File: src/urb_pkg.sv
package urb_pkg;

    // apb address map, byte addresses of aligned 32-bit words
    localparam int          APB_ADDR_W       = 12;
    localparam logic [11:0] OFS_STATUS_A     = 12'h000;
    localparam logic [11:0] OFS_CONTROL_B    = 12'h004;
    localparam logic [11:0] OFS_CONTROL_C    = 12'h008;
    localparam logic [11:0] OFS_DATA         = 12'h00C;

    // status register a bit positions
    localparam int          STA_RX_COMPLETE  = 7;
    localparam int          STA_FRAME_ERR    = 4;
    localparam int          STA_OVERRUN      = 3;
    localparam int          STA_PARITY_ERR   = 2;

    // control register b bit positions
    localparam int          CTB_RX_IRQ_EN    = 7;
    localparam int          CTB_RX_ENABLE    = 4;
    localparam int          CTB_SIZE_HI      = 2;
    localparam int          CTB_RX_NINTH     = 1;
    localparam int          CTB_TX_NINTH     = 0;

    // control register c bit positions
    localparam int          CTC_PAR_UPPER    = 5;
    localparam int          CTC_PAR_LOWER    = 4;
    localparam int          CTC_STOP_SEL     = 3;
    localparam int          CTC_SIZE_LO_HI   = 2;
    localparam int          CTC_SIZE_LO_LO   = 1;

    // reset values of the software fields
    localparam logic [2:0]  RST_CHAR_SIZE    = 3'h3;
    localparam logic [1:0]  RST_PARITY_MODE  = 2'h0;

    // character size codes and their data masks
    localparam logic [2:0]  SIZE_5_BITS      = 3'h0;
    localparam logic [2:0]  SIZE_6_BITS      = 3'h1;
    localparam logic [2:0]  SIZE_7_BITS      = 3'h2;
    localparam logic [2:0]  SIZE_8_BITS      = 3'h3;
    localparam logic [2:0]  SIZE_9_BITS      = 3'h7;
    localparam logic [8:0]  MASK_5_BITS      = 9'h01F;
    localparam logic [8:0]  MASK_6_BITS      = 9'h03F;
    localparam logic [8:0]  MASK_7_BITS      = 9'h07F;
    localparam logic [8:0]  MASK_8_BITS      = 9'h0FF;
    localparam logic [8:0]  MASK_9_BITS      = 9'h1FF;

    // receive buffer entry layout
    localparam int          DATA_W           = 9;
    localparam int          ENT_FRAME_ERR    = 9;
    localparam int          ENT_OVERRUN      = 10;
    localparam int          ENT_PARITY_ERR   = 11;
    localparam int          ENTRY_W          = 12;
    localparam int          FIFO_DEPTH       = 2;

endpackage

File: src/urb_fifo2.sv
`timescale 1ns/1ps
module urb_fifo2
    import urb_pkg::*;
(
    input  wire logic               sys_clk,
    input  wire logic               rst_n,
    input  wire logic               flush,
    input  wire logic               push,
    input  wire logic [ENTRY_W-1:0] push_entry,
    input  wire logic               pop,
    output logic      [ENTRY_W-1:0] head_entry,
    output logic                    full,
    output logic                    empty
);

    logic [ENTRY_W-1:0] mem_q [FIFO_DEPTH];
    logic               wr_ptr_q;
    logic               rd_ptr_q;
    logic [1:0]         count_q;
    logic [1:0]         count_d;
    logic               do_push;
    logic               do_pop;

    // a push into a full buffer or a pop of an empty one is dropped
    assign empty   = (count_q == 2'h0);
    assign full    = (count_q == 2'h2);
    assign do_push = push & ~full & ~flush;
    assign do_pop  = pop & ~empty & ~flush;
    assign count_d = count_q + {1'b0, do_push} - {1'b0, do_pop};

    // head comes straight from the storage flops
    assign head_entry = mem_q[rd_ptr_q];

    // storage per entry, written at the write pointer
    for (genvar i = 0; i < FIFO_DEPTH; i++) begin : g_entry
        always_ff @(posedge sys_clk or negedge rst_n) begin
            if (!rst_n) begin
                mem_q[i] <= '0;
            end else if (do_push && (wr_ptr_q == 1'(i))) begin
                mem_q[i] <= push_entry;
            end
        end
    end

    // pointers and fill count; flush empties at once
    always_ff @(posedge sys_clk or negedge rst_n) begin
        if (!rst_n) begin
            wr_ptr_q <= 1'b0;
            rd_ptr_q <= 1'b0;
            count_q  <= 2'h0;
        end else if (flush) begin
            wr_ptr_q <= 1'b0;
            rd_ptr_q <= 1'b0;
            count_q  <= 2'h0;
        end else begin
            wr_ptr_q <= wr_ptr_q ^ do_push;
            rd_ptr_q <= rd_ptr_q ^ do_pop;
            count_q  <= count_d;
        end
    end

endmodule

File: src/urb_rx_status.sv
`timescale 1ns/1ps
// How it works
// RL1 - software reads ninth bit, status before data
// RL2 - data read advances buffer to next entry
// RL3 - receive complete flag set while unread data
// RL4 - clearing enable flushes buffer, clears complete
// RL5 - interrupt follows complete flag and enables
// RL6 - handler reads data to drop interrupt
// RL7 - error flags stored with frame, read status
// RL8 - software writes never change error flags
// RL9 - software writes zeros to error flags
// RL10 - error flags raise no interrupt
// RL11 - frame error reflects first stop bit
// RL12 - stop count setting ignored by frame error
// RL13 - overrun on start while buffer, shifter full
// RL14 - overrun clears on successful buffer transfer
// RL15 - upper parity bit enables, lower selects odd
// RL16 - parity result computed and stored with data
// RL17 - parity flag from head entry when enabled
// RL18 - parity flag reads zero when checking off
// RL19 - disabling receiver is immediate, aborts frame
// RL20 - disabled receiver releases receive pin
// RL21 - software flushes by reading until empty
// RL22 - completed frame moves from shifter to buffer
// RL23 - unused upper data bits read zero
// RL24 - enabling receiver takes over receive pin
// RL25 - two-entry buffer holding data and flags
module urb_rx_status
    import urb_pkg::*;
(
    input  wire logic                  sys_clk,
    input  wire logic                  rst_n,
    // apb slave
    input  wire logic [APB_ADDR_W-1:0] paddr,
    input  wire logic                  psel,
    input  wire logic                  penable,
    input  wire logic                  pwrite,
    input  wire logic [31:0]           pwdata,
    input  wire logic [3:0]            pstrb,
    output logic      [31:0]           prdata,
    output logic                       pready,
    output logic                       pslverr,
    // receive shift register side
    input  wire logic                  frame_done,
    input  wire logic [DATA_W-1:0]     frame_data,
    input  wire logic                  frame_stop_bit,
    input  wire logic                  frame_parity_bit,
    input  wire logic                  start_detect,
    output logic                       rx_abort,
    output logic                       rx_pin_override,
    output logic      [2:0]            char_size_select,
    output logic                       stop_bit_count_select,
    output logic                       parity_mode_upper,
    output logic                       parity_mode_lower,
    output logic                       tx_ninth_bit,
    // interrupt request towards the core
    input  wire logic                  global_irq_enable,
    output logic                       rx_irq
);

    ////////////////////////////////////////////////////////////////////////
    // reset release

    logic rst_meta_q;
    logic rst_sync_q;
    logic rst_sync_n;

    // asynchronous assert, two-flop release; only the second flop is used
    always_ff @(posedge sys_clk or negedge rst_n) begin
        if (!rst_n) begin
            rst_meta_q <= 1'b0;
            rst_sync_q <= 1'b0;
        end else begin
            rst_meta_q <= 1'b1;
            rst_sync_q <= rst_meta_q;
        end
    end

    assign rst_sync_n = rst_sync_q;

    ////////////////////////////////////////////////////////////////////////
    // apb decode

    logic apb_setup;
    logic apb_access;
    logic apb_wr;
    logic lane0_wr;
    logic hit_status;
    logic hit_ctrl_b;
    logic hit_ctrl_c;
    logic hit_data;
    logic addr_ok;

    // every access finishes in its first access cycle
    assign apb_setup  = psel & ~penable;
    assign apb_access = psel & penable;
    assign apb_wr     = apb_access & pwrite;
    assign lane0_wr   = apb_wr & pstrb[0];  // all fields live in byte 0
    assign hit_status = (paddr == OFS_STATUS_A);
    assign hit_ctrl_b = (paddr == OFS_CONTROL_B);
    assign hit_ctrl_c = (paddr == OFS_CONTROL_C);
    assign hit_data   = (paddr == OFS_DATA);
    assign addr_ok    = hit_status | hit_ctrl_b | hit_ctrl_c | hit_data;
    assign pready     = 1'b1;
    assign pslverr    = apb_access & ~addr_ok;

    ////////////////////////////////////////////////////////////////////////
    // software control fields

    logic       rx_en_q;
    logic       irq_en_q;
    logic       size_hi_q;
    logic [1:0] size_lo_q;
    logic       tx_ninth_q;
    logic       stop_sel_q;
    logic [1:0] par_mode_q;

    // writes to the status word are dropped: error flags are not writable
    always_ff @(posedge sys_clk or negedge rst_sync_n) begin
        if (!rst_sync_n) begin
            rx_en_q    <= 1'b0;
            irq_en_q   <= 1'b0;
            size_hi_q  <= RST_CHAR_SIZE[2];
            tx_ninth_q <= 1'b0;
        end else if (lane0_wr && hit_ctrl_b) begin  // RL8
            rx_en_q    <= pwdata[CTB_RX_ENABLE];
            irq_en_q   <= pwdata[CTB_RX_IRQ_EN];
            size_hi_q  <= pwdata[CTB_SIZE_HI];
            tx_ninth_q <= pwdata[CTB_TX_NINTH];
        end
    end

    // control c: parity mode, stop count, low size bits
    always_ff @(posedge sys_clk or negedge rst_sync_n) begin
        if (!rst_sync_n) begin
            size_lo_q  <= RST_CHAR_SIZE[1:0];
            stop_sel_q <= 1'b0;
            par_mode_q <= RST_PARITY_MODE;
        end else if (lane0_wr && hit_ctrl_c) begin
            size_lo_q  <= pwdata[CTC_SIZE_LO_HI:CTC_SIZE_LO_LO];
            stop_sel_q <= pwdata[CTC_STOP_SEL];
            par_mode_q <= {pwdata[CTC_PAR_UPPER], pwdata[CTC_PAR_LOWER]};
        end
    end

    // stop count only feeds the transmitter, never the frame check
    assign char_size_select      = {size_hi_q, size_lo_q};
    assign stop_bit_count_select = stop_sel_q;  // RL12
    assign parity_mode_upper     = par_mode_q[1];
    assign parity_mode_lower     = par_mode_q[0];
    assign tx_ninth_bit          = tx_ninth_q;

    // receiver owns the pin only while enabled; abort is immediate
    assign rx_pin_override = rx_en_q;  // RL20 RL24
    assign rx_abort        = ~rx_en_q;  // RL19

    ////////////////////////////////////////////////////////////////////////
    // incoming frame: masking, frame and parity checks

    logic [DATA_W-1:0]  size_mask;
    logic [DATA_W-1:0]  frame_masked;
    logic               frame_ok;
    logic               frame_fe;
    logic               frame_pe;
    logic [ENTRY_W-1:0] frame_entry;

    // undefined size codes fall back to eight bits
    assign size_mask =
        (char_size_select == SIZE_5_BITS) ? MASK_5_BITS :
        (char_size_select == SIZE_6_BITS) ? MASK_6_BITS :
        (char_size_select == SIZE_7_BITS) ? MASK_7_BITS :
        (char_size_select == SIZE_9_BITS) ? MASK_9_BITS :
                                            MASK_8_BITS;

    // frames finishing while disabled are thrown away
    assign frame_ok     = frame_done & rx_en_q;  // RL19
    assign frame_masked = frame_data & size_mask;  // RL23
    assign frame_fe     = ~frame_stop_bit;  // RL11 RL12
    // even: data xor parity must be 0; odd: must be 1
    assign frame_pe     = par_mode_q[1]
                        & (^frame_masked ^ frame_parity_bit
                           ^ par_mode_q[0]);  // RL15 RL16 RL17

    // overrun bit is filled in at the moment of transfer
    assign frame_entry  = {frame_pe, 1'b0, frame_fe, frame_masked};  // RL16

    ////////////////////////////////////////////////////////////////////////
    // shift register hold stage and overrun

    logic               fifo_full;
    logic               fifo_empty;
    logic               fifo_push;
    logic               fifo_pop;
    logic               flush;
    logic [ENTRY_W-1:0] push_entry;
    logic [ENTRY_W-1:0] head_entry;
    logic               hold_valid_q;
    logic [ENTRY_W-1:0] hold_entry_q;
    logic               push_hold;
    logic               push_direct;
    logic               hold_load;
    logic               ovr_set;
    logic               ovr_pend_q;

    // a disabled receiver keeps the buffer flushed
    assign flush = ~rx_en_q;  // RL4

    // a frame waits in the shifter while the buffer is full
    assign push_hold   = hold_valid_q & ~fifo_full;  // RL22
    assign push_direct = frame_ok & ~hold_valid_q & ~fifo_full;  // RL22
    assign hold_load   = frame_ok & (hold_valid_q | fifo_full);
    assign fifo_push   = (push_hold | push_direct) & rx_en_q;

    // start seen with buffer and shifter both full: a frame gets lost
    assign ovr_set = start_detect & rx_en_q & fifo_full
                   & hold_valid_q;  // RL13

    // the first frame stored after a loss carries the overrun mark
    assign push_entry = push_hold
        ? {hold_entry_q[ENT_PARITY_ERR], ovr_pend_q,
           hold_entry_q[ENT_FRAME_ERR:0]}
        : {frame_entry[ENT_PARITY_ERR], ovr_pend_q,
           frame_entry[ENT_FRAME_ERR:0]};  // RL7 RL13

    // hold stage: a newer frame overwrites a waiting one (data lost while the buffer is full)
    always_ff @(posedge sys_clk or negedge rst_sync_n) begin
        if (!rst_sync_n) begin
            hold_valid_q <= 1'b0;
            hold_entry_q <= '0;
        end else if (flush) begin
            hold_valid_q <= 1'b0;
        end else if (hold_load) begin
            hold_valid_q <= 1'b1;
            hold_entry_q <= frame_entry;
        end else if (push_hold) begin
            hold_valid_q <= 1'b0;
        end
    end

    // loss marker: set beats clear; cleared by the next good transfer
    always_ff @(posedge sys_clk or negedge rst_sync_n) begin
        if (!rst_sync_n) begin
            ovr_pend_q <= 1'b0;
        end else if (flush) begin
            ovr_pend_q <= 1'b0;
        end else if (ovr_set) begin
            ovr_pend_q <= 1'b1;  // RL13
        end else if (fifo_push) begin
            ovr_pend_q <= 1'b0;  // RL14
        end
    end

    ////////////////////////////////////////////////////////////////////////
    // two-entry receive buffer

    // head entry drives the error flags and ninth bit that software reads
    urb_fifo2 u_fifo (  // RL25
        .sys_clk    (sys_clk),
        .rst_n      (rst_sync_n),
        .flush      (flush),
        .push       (fifo_push),
        .push_entry (push_entry),
        .pop        (fifo_pop),
        .head_entry (head_entry),
        .full       (fifo_full),
        .empty      (fifo_empty)
    );

    ////////////////////////////////////////////////////////////////////////
    // status view and read path

    logic        rx_complete;
    logic        head_fe;
    logic        head_dor;
    logic        head_upe;
    logic [7:0]  status_byte;
    logic [7:0]  ctrl_b_byte;
    logic [7:0]  ctrl_c_byte;
    logic [31:0] read_mux;
    logic        rd_valid_q;
    logic [31:0] prdata_q;

    // complete flag is the buffer's non-empty level, zero once disabled
    assign rx_complete = ~fifo_empty & rx_en_q;  // RL3 RL4
    // flags of an empty buffer read zero
    assign head_fe     = rx_complete & head_entry[ENT_FRAME_ERR];  // RL11
    assign head_dor    = rx_complete & head_entry[ENT_OVERRUN];  // RL7
    assign head_upe    = rx_complete & head_entry[ENT_PARITY_ERR]
                       & par_mode_q[1];  // RL17 RL18

    // status word; unlisted bits read zero
    always_comb begin
        status_byte                  = 8'h00;
        status_byte[STA_RX_COMPLETE] = rx_complete;
        status_byte[STA_FRAME_ERR]   = head_fe;  // RL7
        status_byte[STA_OVERRUN]     = head_dor;  // RL7
        status_byte[STA_PARITY_ERR]  = head_upe;  // RL7
    end

    // control words; the ninth bit follows the head entry
    always_comb begin
        ctrl_b_byte                = 8'h00;
        ctrl_b_byte[CTB_RX_IRQ_EN] = irq_en_q;
        ctrl_b_byte[CTB_RX_ENABLE] = rx_en_q;
        ctrl_b_byte[CTB_SIZE_HI]   = size_hi_q;
        ctrl_b_byte[CTB_RX_NINTH]  = rx_complete & head_entry[DATA_W-1];
        ctrl_b_byte[CTB_TX_NINTH]  = tx_ninth_q;
        ctrl_c_byte                = 8'h00;
        ctrl_c_byte[CTC_PAR_UPPER] = par_mode_q[1];
        ctrl_c_byte[CTC_PAR_LOWER] = par_mode_q[0];
        ctrl_c_byte[CTC_STOP_SEL]  = stop_sel_q;
        ctrl_c_byte[CTC_SIZE_LO_HI:CTC_SIZE_LO_LO] = size_lo_q;
    end

    // data read shows the low eight bits; masked bits are already zero
    assign read_mux =
        hit_status ? {24'h000000, status_byte} :
        hit_ctrl_b ? {24'h000000, ctrl_b_byte} :
        hit_ctrl_c ? {24'h000000, ctrl_c_byte} :
        hit_data   ? {24'h000000,
                      rx_complete ? head_entry[7:0] : 8'h00} :
                     32'h00000000;  // RL23

    // sampled in setup so prdata comes from a flop in the access cycle
    always_ff @(posedge sys_clk or negedge rst_sync_n) begin
        if (!rst_sync_n) begin
            prdata_q   <= 32'h00000000;
            rd_valid_q <= 1'b0;
        end else if (apb_setup) begin
            prdata_q   <= pwrite ? 32'h00000000 : read_mux;
            rd_valid_q <= rx_complete;
        end
    end

    assign prdata = prdata_q;

    // pop only what setup saw: a frame landing after it stays unread
    assign fifo_pop = apb_access & ~pwrite & hit_data
                    & rd_valid_q;  // RL2 RL6 RL21

    ////////////////////////////////////////////////////////////////////////
    // interrupt request

    logic rx_irq_q;

    // level request; error flags deliberately take no part
    always_ff @(posedge sys_clk or negedge rst_sync_n) begin
        if (!rst_sync_n) begin
            rx_irq_q <= 1'b0;
        end else begin
            rx_irq_q <= irq_en_q & rx_complete
                      & global_irq_enable;  // RL5 RL10
        end
    end

    assign rx_irq = rx_irq_q;

endmodule

File: config.mk
export PLATFORM = sky130hd
export DESIGN_NAME = urb_rx_status
export DESIGN_NICKNAME = d
export VERILOG_FILES = /design/src/urb_pkg.sv /design/src/urb_fifo2.sv /design/src/urb_rx_status.sv
export SDC_FILE = /design/constraint.sdc
export NUM_CORES = 1
export LEC_CHECK = 0
export ABC_AREA = 1
export BUFFER_PORTS_ARGS = -buffer_cell sky130_fd_sc_hd__clkbuf_2
export CORE_MARGIN = 1.5
export CORE_UTILIZATION = 35
export CTS_CLUSTER_SIZE = 12
export DETAILED_ROUTE_END_ITERATION = 6
export GPL_TIMING_DRIVEN = 0
export PLACE_DENSITY = 0.59
export SETUP_SLACK_MARGIN = 0.02
export SYNTH_ARGS = -nofsm -noshare
export SYNTH_HDL_FRONTEND = slang
export SYNTH_SLANG_ARGS = --single-unit
File: constraint.sdc
create_clock -name sys_clk -period 1.8 [get_ports sys_clk]
set_input_delay 0.45 -clock sys_clk [delete_from_list [all_inputs] [get_ports sys_clk]]
set_output_delay 0.45 -clock sys_clk [all_outputs]
set_load 0.01 [all_outputs]
==> results.sh <==
export IMPL_status="finished, final reports clean"
export IMPL_p_switching_w=0.000676
export IMPL_comb_power_share_pct=7.1
export IMPL_power_frac_seq_pct=47.0
export IMPL_p_leak_nw=2.32
export IMPL_cp_cell_sequence="clkbuf_2 -> nor2_4 -> inv_2 -> nor3_4 -> nand3_4 -> inv_4 -> nand2_4 -> inv_2 -> ha_4 -> inv_2 -> ha_2 -> xor2_1 -> nor2_1"
export IMPL_slew_headroom_pct=48.7
export IMPL_critPathMaxFanout=5
export IMPL_cts_path_max_buffers=2
export IMPL_grt_max_degree=61
export IMPL_switching_share_pct=22.4
export IMPL_synth_warnings=0
export IMPL_ios=111
export IMPL_min_path_type="in2reg"
export IMPL_synth_top_area_share_pct=44.2
export IMPL_routed_wl_um=8040
export IMPL_p_per_area_nw_per_um2=692
export IMPL_drtPass1Iterations=4
export IMPL_synth_cell_types=41
export IMPL_num_vias=2983
export IMPL_synth_area_leaders="dfrtp_1, nand2_1, o21ai_0"
export IMPL_cts_tree="done"
export IMPL_start_util_pct=36.5
export IMPL_ys_ff_latch=62
export IMPL_clock_skew_final_ns=0.0100
export IMPL_max_stage_delay_ns=0.25
export IMPL_cp_common_cell="inv_2"
export IMPL_drtIter0Drc=147
export IMPL_fin_nets=602
export IMPL_dieWidth_um=102
export IMPL_post_drt_via_cell_ratio=4.49
export IMPL_design_die_area_um2=10300
export IMPL_worst_ep_required_time_ns=2.02
export IMPL_grt_pass1_vias=2733
export IMPL_hp_start="global_irq_enable"
export IMPL_antenna_found_initial=0
export IMPL_hold_viol=0
export IMPL_cap_violations=0
export IMPL_final_area_um2=4370
export IMPL_synth_flop_cell="dfrtp_1"
export IMPL_r2r_end="prdata[5]$_DFFE_PN0P_"
export IMPL_tightestPinTransition_ns=0.770
export IMPL_async_reset_ff_share_pct=100
export IMPL_whs_path_depth=3
export IMPL_synth_edf_count=0
export IMPL_ant_nets=0
export IMPL_dp_hpwl_um=5880
export IMPL_gr_total_overflow=0
export IMPL_end_kind="flip-flop"
export IMPL_critical_path_class="in2reg"
export IMPL_fmaxAchievable_mhz=579
export IMPL_placed_area_um2=3960
export IMPL_gp_congestion=0.848
export IMPL_drv_slew=0
export IMPL_finalSetupTns_ns=0
export IMPL_synth_area_leader_cell="dfrtp_1"
export IMPL_seq_area_frac_synth_pct=45.7
export IMPL_grt_pass1_wl_um=12900
export IMPL_cp_start_kind="input pin"
export IMPL_drc_errors=0
export IMPL_hold_slack_ns=0.303
export IMPL_cts_root_buf="clkbuf_8"
export IMPL_crit_path_top_delay_cell="nor3_4"
export IMPL_cts_sinks=62
export IMPL_wl_per_cell_um=12.1
export IMPL_rr_startpoint="u_fifo.count_q[1]$_DFF_PN0_"
export IMPL_clk_pin_slew_ns=0.07
export IMPL_track_usage_pct=16.5
export IMPL_numCtsBuffers=9
export IMPL_utilization_pct=46.8
export IMPL_fillerInstances=912
export IMPL_pwr_share_clk_pct=45.8
export IMPL_synth_area_um2=3400
export IMPL_r2r_cells=11
export IMPL_htree_levels=3
export IMPL_num_rows=35
export IMPL_drive_gt1_share_pct=31.0
export IMPL_fin_crit_ns=1.73
export IMPL_core_area_um2=9330
export IMPL_p_int_w=0.00235
export IMPL_rrSetupSlack_ns=0.10
export IMPL_synthCells=423
export IMPL_clock_latency_ns=0.35
export IMPL_synth_most_common_cell="nand2_1"
export IMPL_synthTopCellsByCount="nand2_1, dfrtp_1, o21ai_0, inv_1, buf_4"
export IMPL_ir_drop_uv=423
export IMPL_portBuffers=57
export IMPL_diodes=0
export IMPL_fin_crit_sh_pct=95.9
export IMPL_die_height_um=102
export IMPL_syn_to_final_growth_pct=28.5
export IMPL_crit_arrival_ns=1.94
export IMPL_hold_end="rx_irq$_DFF_PN0_"
export IMPL_syn_avg_cell_area_um2=8.04
export IMPL_setup_viol=0
-- worst max-delay path, delay by kind of cell --
family / cells / cell delay (ns)
xor+xnor: 1 / 0.13
simple gates: 5 / 0.64
fa+ha+maj: 2 / 0.35
buf+inv: 5 / 0.37
-- layout by cell type, fill, tap and decap left out, types with 4 or more instances in the layout --
cell type / netlist / routed
nand2_1: 124 / 122
dfrtp_1: 60 / 57
clkbuf_2: 0 / 57
o21ai_0: 50 / 43
buf_4: 26 / 41
inv_1: 44 / 40
conb_1: 2 / 26
nor2_1: 24 / 23
o21ai_1: 5 / 11
nand3_1: 13 / 11
clkbuf_8: 0 / 11
inv_2: 4 / 7
nand2_2: 6 / 7
a21oi_1: 7 / 7
mux2i_1: 7 / 7
nor2_4: 4 / 5
buf_2: 1 / 4
-- state kept, by name, indices dropped and copies added, names as in the netlist, 2 cells and up --
register,count
u_fifo.count_q,2
u_fifo.mem_q,24
par_mode_q,2
size_lo_q,2
hold_entry_q,11
prdata,8
-- worst max-delay path by stage --
stage                                            from                      endpoint  depth (start not counted)  slack, ns
after floorplan                              paddr[1]   u_fifo.count_q[1]$_DFF_PN0_                         12      -0.04
after global placement                       paddr[1]   u_fifo.count_q[1]$_DFF_PN0_                         13      -0.30
after detailed placement                     paddr[1]   u_fifo.count_q[1]$_DFF_PN0_                         13      -0.38
after CTS                 rx_pin_override$_DFFE_PN0P_  u_fifo.mem_q[17]$_DFFE_PN0P_                          9       0.02
after global routing                         paddr[0]   u_fifo.count_q[1]$_DFF_PN0_                         13     -0.003
final                                        paddr[0]   u_fifo.count_q[1]$_DFF_PN0_                         13       0.07
-- through the flow --
step                power [W]  worst slack, ns  cells
floorplan             0.00158          -0.0386    447
global placement      0.00165           -0.301    633
detailed placement    0.00166           -0.376    633
CTS                   0.00305           0.0187    660
global route          0.00315         -0.00293    665
finish                0.00302           0.0741    665
-- per-layer routing --
metal,up-vias,GRT usage [%],wire length [um]
met1,1357,21.5,3790
met5,-,0,0
met4,0,4.70,40
met3,2,4.35,478
met2,98,27.0,3730
li1,1526,-,-
-- cells by family after synthesis --
group	after synthesis	share of synthesized area, %
and+or+nand+nor	188	24.9
DFF	62	45.7
adders and majority gates	4	1.47
AOI/OAI and AO/OA	74	12.0
xor gates and xnor gates	2	0.515
muxes	9	2.72
buffers and inverters	82	12.5
other	2	0.221
-- area by class of cell --
cell class	count	area [um^2]	share of cell area, %
clock buffers	12	155	3.55
clock inverters	4	70.1	1.60
flip-flops and latches	62	1560	35.7
multi-input cells	303	1580	36.2
inverters	48	183	4.18
well taps	129	161	3.69
repair buffers	73	408	9.34
plain buffers	34	249	5.70
-- power groups by stage --
stage,clock (W),combinational [W],sequential [W]
after floorplan,0,0.000142,0.00144
after global placement,0,0.000204,0.00145
after detailed placement,0,0.000207,0.00145
after CTS,0.00142,0.000210,0.00142
after global routing,0.00148,0.000244,0.00143
final,0.00138,0.000216,0.00142
-- repair_timing --
item                       CTS  global route
hold buffers                 1             0
resized for setup           10            25
setup endpoints to repair   25            26
pin swaps                    1             6
setup buffers               10             5
hold endpoints to repair     2             0
Note: power is estimated with default switching activity, not from simulation.
